==> config.mk <==
export PLATFORM = sky130hd
export DESIGN_NAME = frontend_tuning_gain_regs
export DESIGN_NICKNAME = d
export VERILOG_FILES = /design/src/frontend_tuning_pkg.sv /design/src/frontend_tuning_gain_regs.sv /design/src/serial_target.sv
export SDC_FILE = /design/constraint.sdc
export NUM_CORES = 1
export LEC_CHECK = 0
export BUFFER_PORTS_ARGS = -buffer_cell sky130_fd_sc_hd__buf_2
export CORE_MARGIN = 2
export CORE_UTILIZATION = 38
export CTS_CLUSTER_DIAMETER = 30
export DETAILED_ROUTE_END_ITERATION = 8
export GPL_ROUTABILITY_DRIVEN = 1
export HOLD_SLACK_MARGIN = 0.08
export PLACE_DENSITY = 0.66
export SLEW_MARGIN = 40
export SYNTH_ARGS = -nofsm -noshare
export SYNTH_HDL_FRONTEND = slang
export SYNTH_SLANG_ARGS = --single-unit
export TNS_END_PERCENT = 100
==> constraint.sdc <==
create_clock -name core_clk -period 1.7 [get_ports core_clk]
set_input_delay 0.34 -clock core_clk [delete_from_list [all_inputs] [get_ports core_clk]]
set_output_delay 0.34 -clock core_clk [all_outputs]
set_load 0.03 [all_outputs]
==> src/frontend_tuning_pkg.sv <==
// Constants and carrier types shared by the front-end tuning register bank.
// Assumes a single core clock domain and a three-wire serial host port.
package frontend_tuning_pkg;

    // Serial frame layout: one direction bit, address bits, then one data byte.
    localparam int unsigned ADDR_W      = 15;
    localparam int unsigned DATA_W      = 8;
    localparam int unsigned CMD_BITS    = 16;
    localparam int unsigned FRAME_BITS  = 24;
    localparam int unsigned CNT_W       = 5;

    // Register addresses.
    localparam logic [14:0] ADDR_DOUBLER   = 15'h0021;
    localparam logic [14:0] ADDR_QUAD      = 15'h0022;
    localparam logic [14:0] ADDR_FWD_GAIN  = 15'h0023;
    localparam logic [14:0] ADDR_REV_GAIN  = 15'h0024;
    localparam logic [14:0] ADDR_IF_FILT   = 15'h0025;
    localparam logic [14:0] ADDR_TEMP      = 15'h0026;

    // Field widths and positions.
    localparam int unsigned DOUBLER_W   = 5;
    localparam int unsigned QUAD_W      = 4;
    localparam int unsigned GAIN_W      = 7;
    localparam int unsigned CORNER_W    = 4;
    localparam int unsigned NARROW_LSB  = 4;
    localparam int unsigned WIDE_LSB    = 0;
    localparam int unsigned TEMP_W      = 5;

    // Reset values.
    localparam logic [4:0] DOUBLER_RST  = 5'h00;
    localparam logic [3:0] QUAD_RST     = 4'h0;
    localparam logic [6:0] GAIN_RST     = 7'h00;
    localparam logic [3:0] CORNER_RST   = 4'h0;
    localparam logic [4:0] TEMP_RST     = 5'h00;
    localparam logic [7:0] BYTE_ZERO    = 8'h00;

    // Gain code step and thermometer scale, in their own units.
    localparam int GAIN_STEP_DB        = 6;
    localparam int TEMP_STEP_MILLI_C   = 7400;
    localparam int TEMP_FIRST_MILLI_C  = -44600;

    // Serial engine states.
    typedef enum logic [3:0] {
        ST_CMD  = 4'b0001,
        ST_WR   = 4'b0010,
        ST_RD   = 4'b0100,
        ST_DONE = 4'b1000
    } spi_state_e;

    // Register access request from the serial engine.
    typedef struct packed {
        logic              wr;
        logic              rd;
        logic [14:0]       addr;
        logic [7:0]        data;
    } reg_req_s;

endpackage : frontend_tuning_pkg

==> src/frontend_tuning_gain_regs.sv <==
// Register bank for LO filter tuning, IF gain, IF filter corners and thermometer.
// Assumes a host on the three-wire serial port and a thermometer code from the sensor.
//
// Function
// Five-bit doubler filter code, read/write, reset zero.
// Four-bit quadrupler filter code, low nibble, reset zero.
// Seven-bit forward gain code in dB, 6 dB steps.
// Independent seven-bit reverse gain code, 6 dB steps.
// Upper nibble sets narrowband IF filter corner.
// Lower nibble sets wideband IF filter corner.
// Read-only five-bit temperature code; writes ignored.
// Temperature code steps 7.4 C, first at -44.6 C.
// Reserved bits read zero, writes ignored.
// Reads return last write; outputs update on write.
module frontend_tuning_gain_regs
    import frontend_tuning_pkg::*;
(
    // Clock and reset.
    input  wire logic                core_clk,
    input  wire logic                resetn,
    // Serial host pins.
    input  wire logic                csb_n,
    input  wire logic                sclk,
    input  wire logic                sdio_in,
    output logic                     sdio_out,
    output logic                     sdio_oe,
    // Thermometer code from the sensor.
    input  wire logic [TEMP_W-1:0]   temp_sensor_code,
    // Analog control codes.
    output logic [DOUBLER_W-1:0]     doubler_filter_code,
    output logic [QUAD_W-1:0]        quadrupler_filter_code,
    output logic [GAIN_W-1:0]        forward_gain_code,
    output logic [GAIN_W-1:0]        reverse_gain_code,
    output logic [CORNER_W-1:0]      narrowband_corner_code,
    output logic [CORNER_W-1:0]      wideband_corner_code,
    output logic [TEMP_W-1:0]        temperature_code
);

    reg_req_s               req;
    logic [DATA_W-1:0]      rd_data_ff;
    logic [TEMP_W-1:0]      temp_meta_ff;
    logic [TEMP_W-1:0]      temp_sync_ff;
    logic [TEMP_W-1:0]      temp_prev_ff;

    // Refuse field layouts that the read mux and the write decode cannot serve.
    if (DOUBLER_W > DATA_W || QUAD_W > DATA_W || TEMP_W > DATA_W) begin : g_field_fit
        $error("A tune or thermometer field is wider than a data byte.");
    end
    if (GAIN_W >= DATA_W) begin : g_gain_fit
        $error("A gain code leaves no reserved top bit.");
    end
    if (NARROW_LSB != WIDE_LSB + CORNER_W || NARROW_LSB + CORNER_W != DATA_W) begin : g_corner_fit
        $error("The corner fields do not fill the shared register.");
    end

    // Gain codes are whole dB in 6 dB steps; sensor scale in milli-degrees.
    if (GAIN_STEP_DB <= 0 || TEMP_STEP_MILLI_C <= 0 || TEMP_FIRST_MILLI_C >= 0) begin : g_scale
        $error("The gain step or thermometer scale is out of range.");
    end

    // Readback of one address; unmapped and reserved bits read zero.
    function automatic logic [DATA_W-1:0] read_mux(input logic [ADDR_W-1:0] a);
        logic [DATA_W-1:0] v;
        v = BYTE_ZERO;
        case (a)
            ADDR_DOUBLER:  v = DATA_W'(doubler_filter_code);
            ADDR_QUAD:     v = DATA_W'(quadrupler_filter_code);
            ADDR_FWD_GAIN: v = DATA_W'(forward_gain_code);
            ADDR_REV_GAIN: v = DATA_W'(reverse_gain_code);
            ADDR_IF_FILT:  v = {narrowband_corner_code, wideband_corner_code};
            ADDR_TEMP:     v = DATA_W'(temperature_code);
            default:       v = BYTE_ZERO;
        endcase
        return v;
    endfunction : read_mux

    // Write strobe for one register address, shared by every field except the read-only temperature code.
    function automatic logic write_hit(input reg_req_s r, input logic [ADDR_W-1:0] a);
        return r.wr && (r.addr == a);
    endfunction : write_hit

    serial_target u_serial (
        .core_clk (core_clk),
        .resetn   (resetn),
        .csb_n    (csb_n),
        .sclk     (sclk),
        .sdio_in  (sdio_in),
        .sdio_out (sdio_out),
        .sdio_oe  (sdio_oe),
        .req      (req),
        .rd_data  (rd_data_ff)
    );

    // Read data is captured when the address phase completes.
    always_ff @(posedge core_clk or negedge resetn) begin
        if (!resetn) begin
            rd_data_ff <= BYTE_ZERO;
        end else if (req.rd) begin
            rd_data_ff <= read_mux(req.addr);
        end
    end

    // LO doubler filter tune field.
    always_ff @(posedge core_clk or negedge resetn) begin
        if (!resetn) begin
            doubler_filter_code <= DOUBLER_RST;
        end else if (write_hit(req, ADDR_DOUBLER)) begin
            doubler_filter_code <= req.data[DOUBLER_W-1:0];
        end
    end

    // LO quadrupler filter tune field.
    always_ff @(posedge core_clk or negedge resetn) begin
        if (!resetn) begin
            quadrupler_filter_code <= QUAD_RST;
        end else if (write_hit(req, ADDR_QUAD)) begin
            quadrupler_filter_code <= req.data[QUAD_W-1:0];
        end
    end

    // Forward IF amplifier gain code.
    always_ff @(posedge core_clk or negedge resetn) begin
        if (!resetn) begin
            forward_gain_code <= GAIN_RST;
        end else if (write_hit(req, ADDR_FWD_GAIN)) begin
            forward_gain_code <= req.data[GAIN_W-1:0];
        end
    end

    // Reverse IF amplifier gain code, independent of the forward one.
    always_ff @(posedge core_clk or negedge resetn) begin
        if (!resetn) begin
            reverse_gain_code <= GAIN_RST;
        end else if (write_hit(req, ADDR_REV_GAIN)) begin
            reverse_gain_code <= req.data[GAIN_W-1:0];
        end
    end

    // Narrowband IF filter corner, upper nibble of the shared register.
    always_ff @(posedge core_clk or negedge resetn) begin
        if (!resetn) begin
            narrowband_corner_code <= CORNER_RST;
        end else if (write_hit(req, ADDR_IF_FILT)) begin
            narrowband_corner_code <= req.data[NARROW_LSB +: CORNER_W];
        end
    end

    // Wideband IF filter corner, lower nibble of the shared register.
    always_ff @(posedge core_clk or negedge resetn) begin
        if (!resetn) begin
            wideband_corner_code <= CORNER_RST;
        end else if (write_hit(req, ADDR_IF_FILT)) begin
            wideband_corner_code <= req.data[WIDE_LSB +: CORNER_W];
        end
    end

    // Sensor code passes two flip-flops; a third stage shows whether it has settled.
    always_ff @(posedge core_clk or negedge resetn) begin
        if (!resetn) begin
            temp_meta_ff <= TEMP_RST;
            temp_sync_ff <= TEMP_RST;
            temp_prev_ff <= TEMP_RST;
        end else begin
            temp_meta_ff <= temp_sensor_code;
            temp_sync_ff <= temp_meta_ff;
            temp_prev_ff <= temp_sync_ff;
        end
    end

    // Only a settled code is taken, so a multi-bit change never tears; host writes never reach it.
    always_ff @(posedge core_clk or negedge resetn) begin
        if (!resetn) begin
            temperature_code <= TEMP_RST;
        end else if (temp_prev_ff == temp_sync_ff) begin
            temperature_code <= temp_sync_ff;
        end
    end

endmodule : frontend_tuning_gain_regs

==> src/serial_target.sv <==
// Three-wire serial target that turns host frames into register requests.
// Assumes the serial clock runs well below a quarter of the core clock.
module serial_target
    import frontend_tuning_pkg::*;
(
    // Clock and reset.
    input  wire logic       core_clk,
    input  wire logic       resetn,
    // Serial pins.
    input  wire logic       csb_n,
    input  wire logic       sclk,
    input  wire logic       sdio_in,
    output logic            sdio_out,
    output logic            sdio_oe,
    // Register side.
    output reg_req_s        req,
    input  wire logic [7:0] rd_data
);

    logic             csb_meta_ff, csb_sync_ff;
    logic             sclk_meta_ff, sclk_sync_ff, sclk_prev_ff;
    logic             sdio_meta_ff, sdio_sync_ff;
    logic             rise, fall;
    spi_state_e       state_ff;
    logic [CNT_W-1:0] cnt_ff;
    logic [22:0]      shift_ff;
    logic [6:0]       out_sr_ff;

    // Pins pass two flip-flops before any logic reads them.
    always_ff @(posedge core_clk or negedge resetn) begin
        if (!resetn) begin
            csb_meta_ff  <= 1'b1;
            csb_sync_ff  <= 1'b1;
            sclk_meta_ff <= 1'b0;
            sclk_sync_ff <= 1'b0;
            sclk_prev_ff <= 1'b0;
            sdio_meta_ff <= 1'b0;
            sdio_sync_ff <= 1'b0;
        end else begin
            csb_meta_ff  <= csb_n;
            csb_sync_ff  <= csb_meta_ff;
            sclk_meta_ff <= sclk;
            sclk_sync_ff <= sclk_meta_ff;
            sclk_prev_ff <= sclk_sync_ff;
            sdio_meta_ff <= sdio_in;
            sdio_sync_ff <= sdio_meta_ff;
        end
    end

    assign rise = sclk_sync_ff & ~sclk_prev_ff & ~csb_sync_ff;
    assign fall = ~sclk_sync_ff & sclk_prev_ff & ~csb_sync_ff;

    // Frame sequencer: address phase, then write capture or read shift-out.
    always_ff @(posedge core_clk or negedge resetn) begin
        if (!resetn) begin
            state_ff  <= ST_CMD;
            cnt_ff    <= '0;
            shift_ff  <= '0;
            out_sr_ff <= '0;
            sdio_out  <= 1'b0;
            sdio_oe   <= 1'b0;
            req       <= '0;
        end else begin
            req.wr <= 1'b0;
            req.rd <= 1'b0;
            if (csb_sync_ff) begin
                state_ff <= ST_CMD;
                cnt_ff   <= '0;
                sdio_oe  <= 1'b0;
            end else if (rise) begin
                shift_ff <= {shift_ff[21:0], sdio_sync_ff};
                cnt_ff   <= cnt_ff + CNT_W'(1);
                case (state_ff)
                    ST_CMD: begin
                        if (cnt_ff == CNT_W'(CMD_BITS - 1)) begin
                            req.addr <= {shift_ff[13:0], sdio_sync_ff};
                            if (shift_ff[14]) begin
                                req.rd   <= 1'b1;
                                state_ff <= ST_RD;
                            end else begin
                                state_ff <= ST_WR;
                            end
                        end
                    end
                    ST_WR: begin
                        if (cnt_ff == CNT_W'(FRAME_BITS - 1)) begin
                            req.wr   <= 1'b1;
                            req.data <= {shift_ff[6:0], sdio_sync_ff};
                            state_ff <= ST_DONE;
                        end
                    end
                    ST_RD, ST_DONE: begin
                    end
                    default: begin
                        state_ff <= ST_DONE;
                    end
                endcase
            end else if (fall && state_ff == ST_RD) begin
                if (cnt_ff == CNT_W'(CMD_BITS)) begin
                    sdio_out  <= rd_data[7];
                    out_sr_ff <= rd_data[6:0];
                    sdio_oe   <= 1'b1;
                end else if (cnt_ff == CNT_W'(FRAME_BITS)) begin
                    sdio_oe  <= 1'b0;
                    state_ff <= ST_DONE;
                end else begin
                    sdio_out  <= out_sr_ff[6];
                    out_sr_ff <= {out_sr_ff[5:0], 1'b0};
                end
            end
        end
    end

endmodule : serial_target

* Word level (Yosys, flattened, before mapping)
Index checks and enable logic that the tools add are counted.
** Cells by class
- Multiplexer cells :: 30
- Shift operators :: 0
- Div/mod/pow operators :: 0
- Order comparisons :: 0
- Reduce and logical (&&, ||, !) cells :: 18
- Bitwise logic cells :: 8
- Eq/ne operators :: 21
- Add/subtract/negate cells :: 1
- Multiply operators :: 0
** Operators with widths (number)
- == test 15 x 6 -> 1 bit (second input constant) :: 6
- two-way mux 25 bit :: 2
- one-hot mux 8 bit (6 select lines) :: 1
- two-way mux 16 bit :: 2
- two-way mux 4 bit :: 7
- two-way mux 8 bit :: 2
- == test 5 bit (second input constant) :: 3
- two-way mux 7 bit :: 2
- one-hot mux 4 bit (3 select lines) :: 1
- AND reduction 4 bit :: 3
- two-way mux 1 bit :: 10
- two-way mux 5 bit :: 2
- nonzero test 3 bit :: 3
- != test 4 x 3 -> 1 bit (second input constant) :: 2
- logical AND 1 bit :: 6
- AND reduction 6 bit :: 1
- adder 5 x 1 -> 5 bit (second input constant) :: 1
- == test 5 x 4 -> 1 bit (second input constant) :: 1
- == test 5 bit :: 1
- AND 1 bit :: 4
- == test 4 x 1 -> 1 bit (second input constant) :: 1
- == test 4 x 2 -> 1 bit (second input constant) :: 1
- == test 4 x 3 -> 1 bit (second input constant) :: 1
- == test 4 bit (second input constant) :: 1
- other kinds (9) :: 14
** Storage, ports and cells
- RAM bits :: 0
- Memories :: 0
- Bits in read-only memories :: 0
- Register bits after elaboration :: 124
- Input port bits :: 10
- Bits in latches :: 0
- Word-level logic and storage cells :: 106
- Output and inout bits :: 38

* Longest topological paths before layout
Gate-level depths: netlist (run 1).
- Word-level depth :: 7
- Mapped depth :: 7

* Modules after synthesis
A second synthesis (run 1) with hierarchy kept.
** Second synthesis, totals
- Cell total of the unflattened synthesis :: 377
- Area total of the unflattened synthesis :: 5213.8 µm²
** By module, submodules not included
- serial_target :: seq. area each 1630.3 µm², times used 1, cells each 188, area an instance 2661.3 µm²
- frontend_tuning_gain_regs :: seq. area each 1476.4 µm², times used 1, cells each 189, area an instance 2552.4 µm²

* Worst setup path before layout (run 1)
No wires, ideal clock.
- Path type :: register to register
- Start point :: reg u_serial.cnt_ff[0]
- End point :: reg, netlist name u_serial.req[13]
- Data arrival time :: 1.786 ns
- Stages on the path, launching flop included :: 7
- Required time :: 1.575 ns
- Library setup time :: 0.125 ns
- Path slack :: -0.210 ns
- Cell sequence :: dfrtp_1 > ha_1 > and3_1 > ha_1 > nand3_1 > buf_2 > mux2_2
** Between the ends
- Cells in the longest elaborated chain, start to end :: 2
** RTL lines
- start: declaration :: line serial_target.sv:25 : logic [CNT_W-1:0] cnt_ff;
- start signal: assignment :: line serial_target.sv:72 : cnt_ff <= cnt_ff + CNT_W'(1);
- == test 5 x 4 -> 1 bit :: line serial_target.sv:75 : if (cnt_ff == CNT_W'(CMD_BITS - 1)) begin
- AND reduction 4 bit (no line)
No other way between the ends.
A chain may end at the register's enable or synchronous reset.

* Worst setup path after layout (run 1)
- Start point :: reg, netlist name u_serial.req[19]
- End point :: reg quadrupler_filter_code[0]
** Between the ends
- Cells in the longest elaborated chain, start to end :: 2
** RTL lines
- == test 15 x 6 -> 1 bit :: line frontend_tuning_gain_regs.sv:79 : return r.wr && (r.addr == a);
- logical AND 1 bit :: line frontend_tuning_gain_regs.sv:79
- end signal: assignment :: line frontend_tuning_gain_regs.sv:117 : quadrupler_filter_code <= req.data[QUAD_W-1:0];
- end: declaration :: line frontend_tuning_gain_regs.sv:31 : output logic [QUAD_W-1:0] quadrupler_filter_code,
No other way between the ends.

==> flow_summary.toml, run 1 <==
[outcome]
status = "finished, violations left"
violations = "negative setup slack"

[sta]
slew_viol_final = 0
period_minus_slack_ns = 1.85
setup_violations = 39
period_share_pct = 109
relSlewSlack_pct = 58.8
skew_ns = 0.00712
setup_slack_ns = -0.154
rsz0062_at_grt = "true"
finalHoldViolations = 0
tightest_slew_ns = 0.618
timing.fmax_mhz = 539

[die]
chipHeight_microns = 120
fp.dieW_microns = 120
rows = 42
dieArea_sq_um = 14400
coreArea_sq_um = 13200
num_io_pins = 48
start_util_pct = 38.7

[clock_tree]
cts_tree = "built"
clk_pin_slew_worst_paths_ns = 0.05
root_buffer = "clkbuf_16"
clock-sinks = 124
cts_buffers = 17
clock_path_buffers = 2
clock_latency_ns = 0.41
h-tree-depth = 4

[power_and_ir_drop]
p_leak_uw = 0.00327
p_comb_share_pct = 7.5
p_int_uw = 5720
p_per_area_nw_per_um2 = 1050
power.share.switching_pct = 23.2
ir_drop_uv = 724
p_total_uw = 7460
clock_power_share_pct = 48.3
seqPwrFrac_pct = 44.3
p_sw_uw = 1730

[synthesis]
yosys_warnings = 0
yosysSeqAreaShare_pct = 60.9
synthesis.nets = 403
synth_cell_types = 43
synth_most_common_cell = "dfrtp_1"
synth_top_area_cell = "dfrtp_1"
synth-async-reset-ratio_pct = 100
synth-edff-count = 0
ys.flop_type = "dfrtp_1"
synth_area_leaders = "dfrtp_1 (59%), mux2_2 (17%), nor2_1 (2.5%)"
yosysTopAreaCellShare_pct = 59.3
synth_common_cells = "dfrtp_1 (121), mux2_2 (75), nor2_1 (34)"
syn_avg_cell_area_sq_um = 13.1
synthCells = 390
synth_area_sq_um = 5100
yosys_register_bits = 124

[hold_path]
whs_path_depth = 0
hold_path_class = "reg2reg"
hp-start = "u_serial.sdio_meta_ff$_DFF_PN0_"
hold_path_end = "u_serial.sdio_sync_ff$_DFF_PN0_"

[setup_path]
path_class = "reg2reg"
startpoint_type = "flop"
cpMostUsedCell = "nor4_4"
max_stage_delay_ns = 0.40
r2r_cells = 5
crit_buf_inv = 1
crit_chain = "nor4_4, nand2_2, nor4_4, buf_4, mux2_4"
timing.rr.end = "quadrupler_filter_code[0]$_DFFE_PN0P_"
endpoint_kind = "flop"
cp.depth = 5
required_ns = 1.99
critPathTopFamily = "simple AND/OR/NAND/NOR gates"
ff2ff_setup_slack_ns = -0.15
cp_slowest_cell = "dfrtp_1"
critical_path.max_fanout = 4
arrival_ns = 2.14
r2r-start = "u_serial.req[19]$_DFFE_PN0P_"

[layout]
nNetsFinal = 520
layout-drive-gt1-share_pct = 50.4
fillers = 1069
post-route-util_pct = 53.6
areaGrowthSynthToFinish_pct = 38.5
diodes = 0

[global_route]
antenna_found_initial = 0
grt_start_max_net_pins = 74
grt_pass1_vias = 3698
track_usage_pct = 17.7
gr-total-overflow = 0
grt_pass1_wl_mm = 19.6

[detailed_routing]
drt-vias-per-instance = 5.11
routed_wirelength_mm = 12.4
drc = 0
dr.pass1.iters = 4
drt-initial-drc-count = 234
num_vias = 3556
route.antenna.remaining_nets = 0
wl_per_cell_microns = 17.8

[placed_design]
place_ws_ns = -0.184
dp_hpwl_mm = 8.06
gp_congestion = 0.882
io_buffer_count = 47

[flow_run]
drv_cap = 0
-- cells in the final DEF (no fill, tap or decap), types with 5 or more instances in the layout --
| master | count |
|---|---|
| mux2i_1 | 8 |
| dlygate4sd3_1 | 9 |
| clkbuf_16 | 18 |
| nand3_1 | 5 |
| nor4_4 | 5 |
| xnor2_1 | 6 |
| a22oi_1 | 5 |
| buf_4 | 42 |
| nor2_1 | 25 |
| nand4_1 | 8 |
| o22ai_1 | 8 |
| buf_6 | 7 |
| nand2_1 | 8 |
| a21oi_1 | 14 |
| mux2_2 | 63 |
| mux2_4 | 12 |
| inv_1 | 14 |
| buf_2 | 46 |
| nor2_4 | 7 |
| dfrtp_1 | 120 |
| clkinv_2 | 5 |
| nand2_2 | 5 |
-- worst max path at each step --
stage	start	end
floorplan	u_serial.req[19]$_DFFE_PN0P_	reverse_gain_code[0]$_DFFE_PN0P_
global placement	u_serial.req[19]$_DFFE_PN0P_	reverse_gain_code[2]$_DFFE_PN0P_
detailed placement	u_serial.req[19]$_DFFE_PN0P_	forward_gain_code[2]$_DFFE_PN0P_
CTS	u_serial.req[14]$_DFFE_PN0P_	doubler_filter_code[2]$_DFFE_PN0P_
global route	u_serial.req[19]$_DFFE_PN0P_	quadrupler_filter_code[0]$_DFFE_PN0P_
finish	u_serial.req[19]$_DFFE_PN0P_	quadrupler_filter_code[0]$_DFFE_PN0P_
-- cells by family after synthesis --
| logic type | Yosys count | share of synthesized area (%) |
|---|---|---|
| flip-flops | 124 | 60.9 |
| AND/OR/NAND/NOR | 92 | 10.4 |
| multiplexers | 83 | 18.1 |
| adder cells (fa/ha/maj) | 3 | 0.735 |
| buffers and inverters | 28 | 2.11 |
| XOR/XNOR | 9 | 1.54 |
| AO/OA/AOI/OAI | 51 | 6.25 |
-- power groups by stage --
stage               clock network [uW]  registers [uW]  logic, uW
finish                            3600            3300        558
detailed placement                   0            3350        498
floorplan                            0            3390        211
global placement                     0            3340        479
CTS                               3630            3300        546
global route                      3780            3320        602
-- per-layer routing --
metal	track usage, %	wire length, microns	part of all wire (%)	up-vias
li1	-	-	-	1637
met1	24.1	5490	44	1832
met2	27.7	6290	51	73
met3	4.23	402	3.2	14
met4	6.47	204	1.6	0
met5	0	0	0	-
-- cell type report --
class / count / area, sq um / area share, %
clock inverters: 12 / 146 / 2.07
multi-input cells: 238 / 2240 / 31.7
clock buffers: 20 / 447 / 6.32
flip-flops and latches: 124 / 3110 / 44.0
repair buffers: 110 / 842 / 11.9
well taps: 176 / 220 / 3.11
inverters: 16 / 62.6 / 0.885
-- worst reg2reg max path: stages, from the launching register on --
cell	delay, ns
dfrtp_1	0.40
nor4_4	0.39
nand2_2	0.15
nor4_4	0.30
buf_4	0.20
mux2_4	0.30
-- registers in the layout, summed over array words and instances, names as in the netlist, 4 cells and up --
signal and flops:
temperature_code 5, reverse_gain_code 7, temp_meta_ff 5, temp_sync_ff 5
u_serial.cnt_ff 5, narrowband_corner_code 4, doubler_filter_code 5, forward_gain_code 7
u_serial.out_sr_ff 7, rd_data_ff 8, quadrupler_filter_code 4, wideband_corner_code 4
u_serial.state_ff 4, u_serial.req 25, temp_prev_ff 5, u_serial.shift_ff 15
-- through the flow --
| stage | area (sq um) | cells | TNS [ns] | hold slack (ns) |
|---|---|---|---|---|
| after floorplan | 5160 | 390 | -2.30 | 0.0444 |
| after global placement | 5870 | 639 | -2.29 | 0.334 |
| after detailed placement | 5870 | 639 | -4.74 | 0.337 |
| after CTS | 6810 | 691 | -2.59 | 0.353 |
| after global routing | 7070 | 696 | -5.69 | 0.356 |
| final | 7070 | 696 | -2.66 | 0.352 |
-- what timing repair did --
| action | CTS | global route |
|---|---|---|
| hold buffers | 9 | 0 |
| setup endpoints to repair | 67 | 85 |
| gates resized for setup | 39 | 44 |
| pin swaps | 13 | 18 |
| gates cloned | 1 | 1 |
| hold endpoints to repair | 80 | 0 |
| buffers inserted | 10 | 5 |
No activity file was read; power rests on OpenSTA's default activity.
==> inputs of run 2 (changes only) <==
--- a/config.mk
+++ b/config.mk
@@ -5,14 +5,15 @@
 export SDC_FILE = /design/constraint.sdc
 export NUM_CORES = 1
 export LEC_CHECK = 0
+export ABC_AREA = 1
 export BUFFER_PORTS_ARGS = -buffer_cell sky130_fd_sc_hd__buf_2
 export CORE_MARGIN = 2
-export CORE_UTILIZATION = 38
+export CORE_UTILIZATION = 40
 export CTS_CLUSTER_DIAMETER = 30
 export DETAILED_ROUTE_END_ITERATION = 8
 export GPL_ROUTABILITY_DRIVEN = 1
 export HOLD_SLACK_MARGIN = 0.08
-export PLACE_DENSITY = 0.66
+export PLACE_DENSITY = 0.69
 export SLEW_MARGIN = 40
 export SYNTH_ARGS = -nofsm -noshare
 export SYNTH_HDL_FRONTEND = slang
==> run 2 against run 1 <==
The run now ends clean. Final cell count is 22% higher. Critical endpoint is now u_serial.req[14]$_DFFE_PN0P_. Non-clock buffer count is 37 lower. Setup slack better by 0.26 ns. Routed wire length is 7.4% lower.
==> flow_summary.toml, run 2 <==
[layout]
post-route-util_pct = 51.3
max_flop_register = "u_serial.req"
layout-drive-gt1-share_pct = 19.4
final_cell_mix = "nand2_1 (182), dfrtp_1 (121), o21ai_0 (67)"
nNetsFinal = 675
fillers = 1200
diodes = 0
mostFrequentLayoutCell = "nand2_1"
multi_input_area_sq_um = 1880
top_regs = "u_serial.req x25, u_serial.shift_ff x15, rd_data_ff x8"
register_area_sq_um = 3110
instances_no_fill = 847
areaGrowthSynthToFinish_pct = 24.2
largest_reg_flops = 25

[setup_path]
critPathTopFamily = "adder cells"
crit_chain = "ha_1, nand2_1, nor2_1, ha_1, nand2_1, buf_12, o21ai_0"
arrival_ns = 1.92
crit_buf_inv = 1
critical_path.max_fanout = 30
required_ns = 2.02
r2r_cells = 7
ff2ff_setup_slack_ns = 0.10
endpoint_kind = "flop"
timing.rr.end = "u_serial.req[14]$_DFFE_PN0P_"
path_class = "reg2reg"
cp_slowest_cell = "dfrtp_1"
max_stage_delay_ns = 0.37
r2r-start = "u_serial.cnt_ff[0]$_DFFE_PN0N_"
startpoint_type = "flop"

[outcome]
status = "complete, no violations"

[synthesis]
synth_top_area_cell = "dfrtp_1"
synth_top_family_by_area = "simple AND/OR/NAND/NOR gates"
synthMuxAreaShare_pct = 0
synth_area_leaders = "dfrtp_1 (58%), nand2_1 (13%), o21ai_0 (6.5%)"
syn_avg_cell_area_sq_um = 8.96
ys.flop_type = "dfrtp_1"
synthesis.nets = 599
synth-edff-count = 0
synth_common_cells = "nand2_1 (183), dfrtp_1 (121), o21ai_0 (68)"
synth_compound_area_share_pct = 9.74
synthCells = 586
synthSimpleGateAreaFrac_pct = 23.8
yosys.area_share.adder_pct = 0.715
yosysSeqAreaShare_pct = 59.1
synth_xor_xnor_area_share_pct = 1.17
synth_cell_types = 31
yosys_register_bits = 124
synth-async-reset-ratio_pct = 100
synth_most_common_cell = "nand2_1"
synth_area_sq_um = 5250
yosysTopAreaCellShare_pct = 57.6
yosys_warnings = 0

[global_route]
grt_start_max_net_pins = 45
grt_pass1_wl_mm = 19.3
track_usage_pct = 17.4
gr-total-overflow = 0
grt_pass1_vias = 3956
antenna_found_initial = 0

[detailed_routing]
dr.pass1.iters = 5
wl_per_cell_microns = 13.5
drt-vias-per-instance = 4.84
num_vias = 4100
routed_wirelength_mm = 11.5
drt-initial-drc-count = 302
drc = 0
route.antenna.remaining_nets = 0

[sta]
setup_violations = 0
timing.fmax_mhz = 626
slew_viol_final = 0
finalHoldViolations = 0
skew_ns = 0.00597
period_share_pct = 93.9
period_minus_slack_ns = 1.60
relSlewSlack_pct = 73.0
setup_tns_ns = 0
tightest_slew_ns = 0.406

[hold_path]
hold_path_end = "u_serial.sclk_sync_ff$_DFF_PN0_"
whs_path_depth = 0
hp-start = "u_serial.sclk_meta_ff$_DFF_PN0_"
hold_path_class = "reg2reg"

[die]
start_util_pct = 41.3
num_io_pins = 48
dieArea_sq_um = 14100
fp.dieW_microns = 119
chipHeight_microns = 119
coreArea_sq_um = 12700
rows = 41

[power_and_ir_drop]
ir_drop_uv = 599
p_int_uw = 5670
power.share.switching_pct = 22.2
p_comb_share_pct = 5.8
p_total_uw = 7290
p_leak_uw = 0.00328
clock_power_share_pct = 50.6
seqPwrFrac_pct = 43.6
p_per_area_nw_per_um2 = 1120
p_sw_uw = 1620

[clock_tree]
cts_tree = "built"
clk_pin_slew_worst_paths_ns = 0.05
clock_path_buffers = 2
clock_latency_ns = 0.41
root_buffer = "clkbuf_16"
cts_buffers = 17
h-tree-depth = 4
clock-sinks = 124

[placed_design]
dp_hpwl_mm = 8.09
placed_cells = 804
gp_congestion = 0.845
io_buffer_count = 47

[flow_run]
drv_cap = 0
==> run 2: changes by cell type in the layout (fill, tap and decap cells not counted), sizes merged, moves of 5 or more <==
cell   delta
mux2i     -8
o21ai    +70
nand3    +31
nor4      -5
mux2     -75
nand2   +176
buf      -36
nor2     +23
o22ai    -11
inv      +35
nor2b     -5
a22oi     -5
a21oi     -8
nand4     -8
==> run 2: worst max-delay path by stage <==
stage	from	endpoint	slack [ns]	depth (start not counted)
3_5_place_dp	u_serial.req[21]$_DFFE_PN0P_	forward_gain_code[1]$_DFFE_PN0P_	0.08	6
6_report	u_serial.cnt_ff[0]$_DFFE_PN0N_	u_serial.req[14]$_DFFE_PN0P_	0.10	7
4_1_cts	u_serial.req[21]$_DFFE_PN0P_	forward_gain_code[1]$_DFFE_PN0P_	0.05	6
3_3_place_gp	u_serial.req[21]$_DFFE_PN0P_	rd_data_ff[6]$_DFFE_PN0P_	0.12	9
5_1_grt	u_serial.state_ff[0]$_DFFE_PN1P_	u_serial.req[9]$_DFFE_PN0P_	-0.01	8
2_1_floorplan	u_serial.cnt_ff[0]$_DFFE_PN0N_	u_serial.req[10]$_DFFE_PN0P_	0.21	8
==> run 2: power by group through the flow <==
stage | Combinational [uW] | Clock, uW | Sequential [uW]
2_1_floorplan | 146 | 0 | 3300
3_3_place_gp | 403 | 0 | 3230
3_5_place_dp | 413 | 0 | 3230
4_1_cts | 434 | 3740 | 3180
5_1_grt | 483 | 3880 | 3190
6_report | 423 | 3690 | 3180
==> run 2: final cells by class <==
class,count,area share (%)
Clock buffer,25,7.60
Sequential cell,124,47.6
Multi-Input combinational cell,395,28.9
Inverter,51,2.93
Timing Repair Buffer,73,7.94
Tap cell,172,3.30
Clock inverter,7,1.73
==> run 2: timing repair <==
action                                 CTS  global route
buffers inserted                         0             2
setup endpoints to repair                0            39
hold buffers                             9             0
resized for setup                        0             8
endpoints found under the hold margin   29             0
==> run 2: kinds of logic after synthesis <==
logic type	after synthesis
simple gates	292
flops	124
compound gates	93
buf+inv	67
xor+xnor	7
fa+ha+maj	3
==> run 2: metrics by stage <==
| stage | area, sq um | setup WS, ns | hold WS [ns] |
|---|---|---|---|
| 6_report | 6520 | 0.104 | 0.346 |
| 5_1_grt | 6520 | -0.0100 | 0.352 |
| 4_1_cts | 6470 | 0.0532 | 0.347 |
| 3_5_place_dp | 5770 | 0.0822 | 0.302 |
| 3_3_place_gp | 5770 | 0.122 | 0.298 |
| 2_1_floorplan | 5250 | 0.211 | 0.0444 |
==> run 2: metal layers <==
metal | wire length (microns) | global-route usage (%)
met4 | 167 | 6.25
met3 | 462 | 4.83
met1 | 5350 | 22.9
met5 | 0 | 0
met2 | 5490 | 27.7
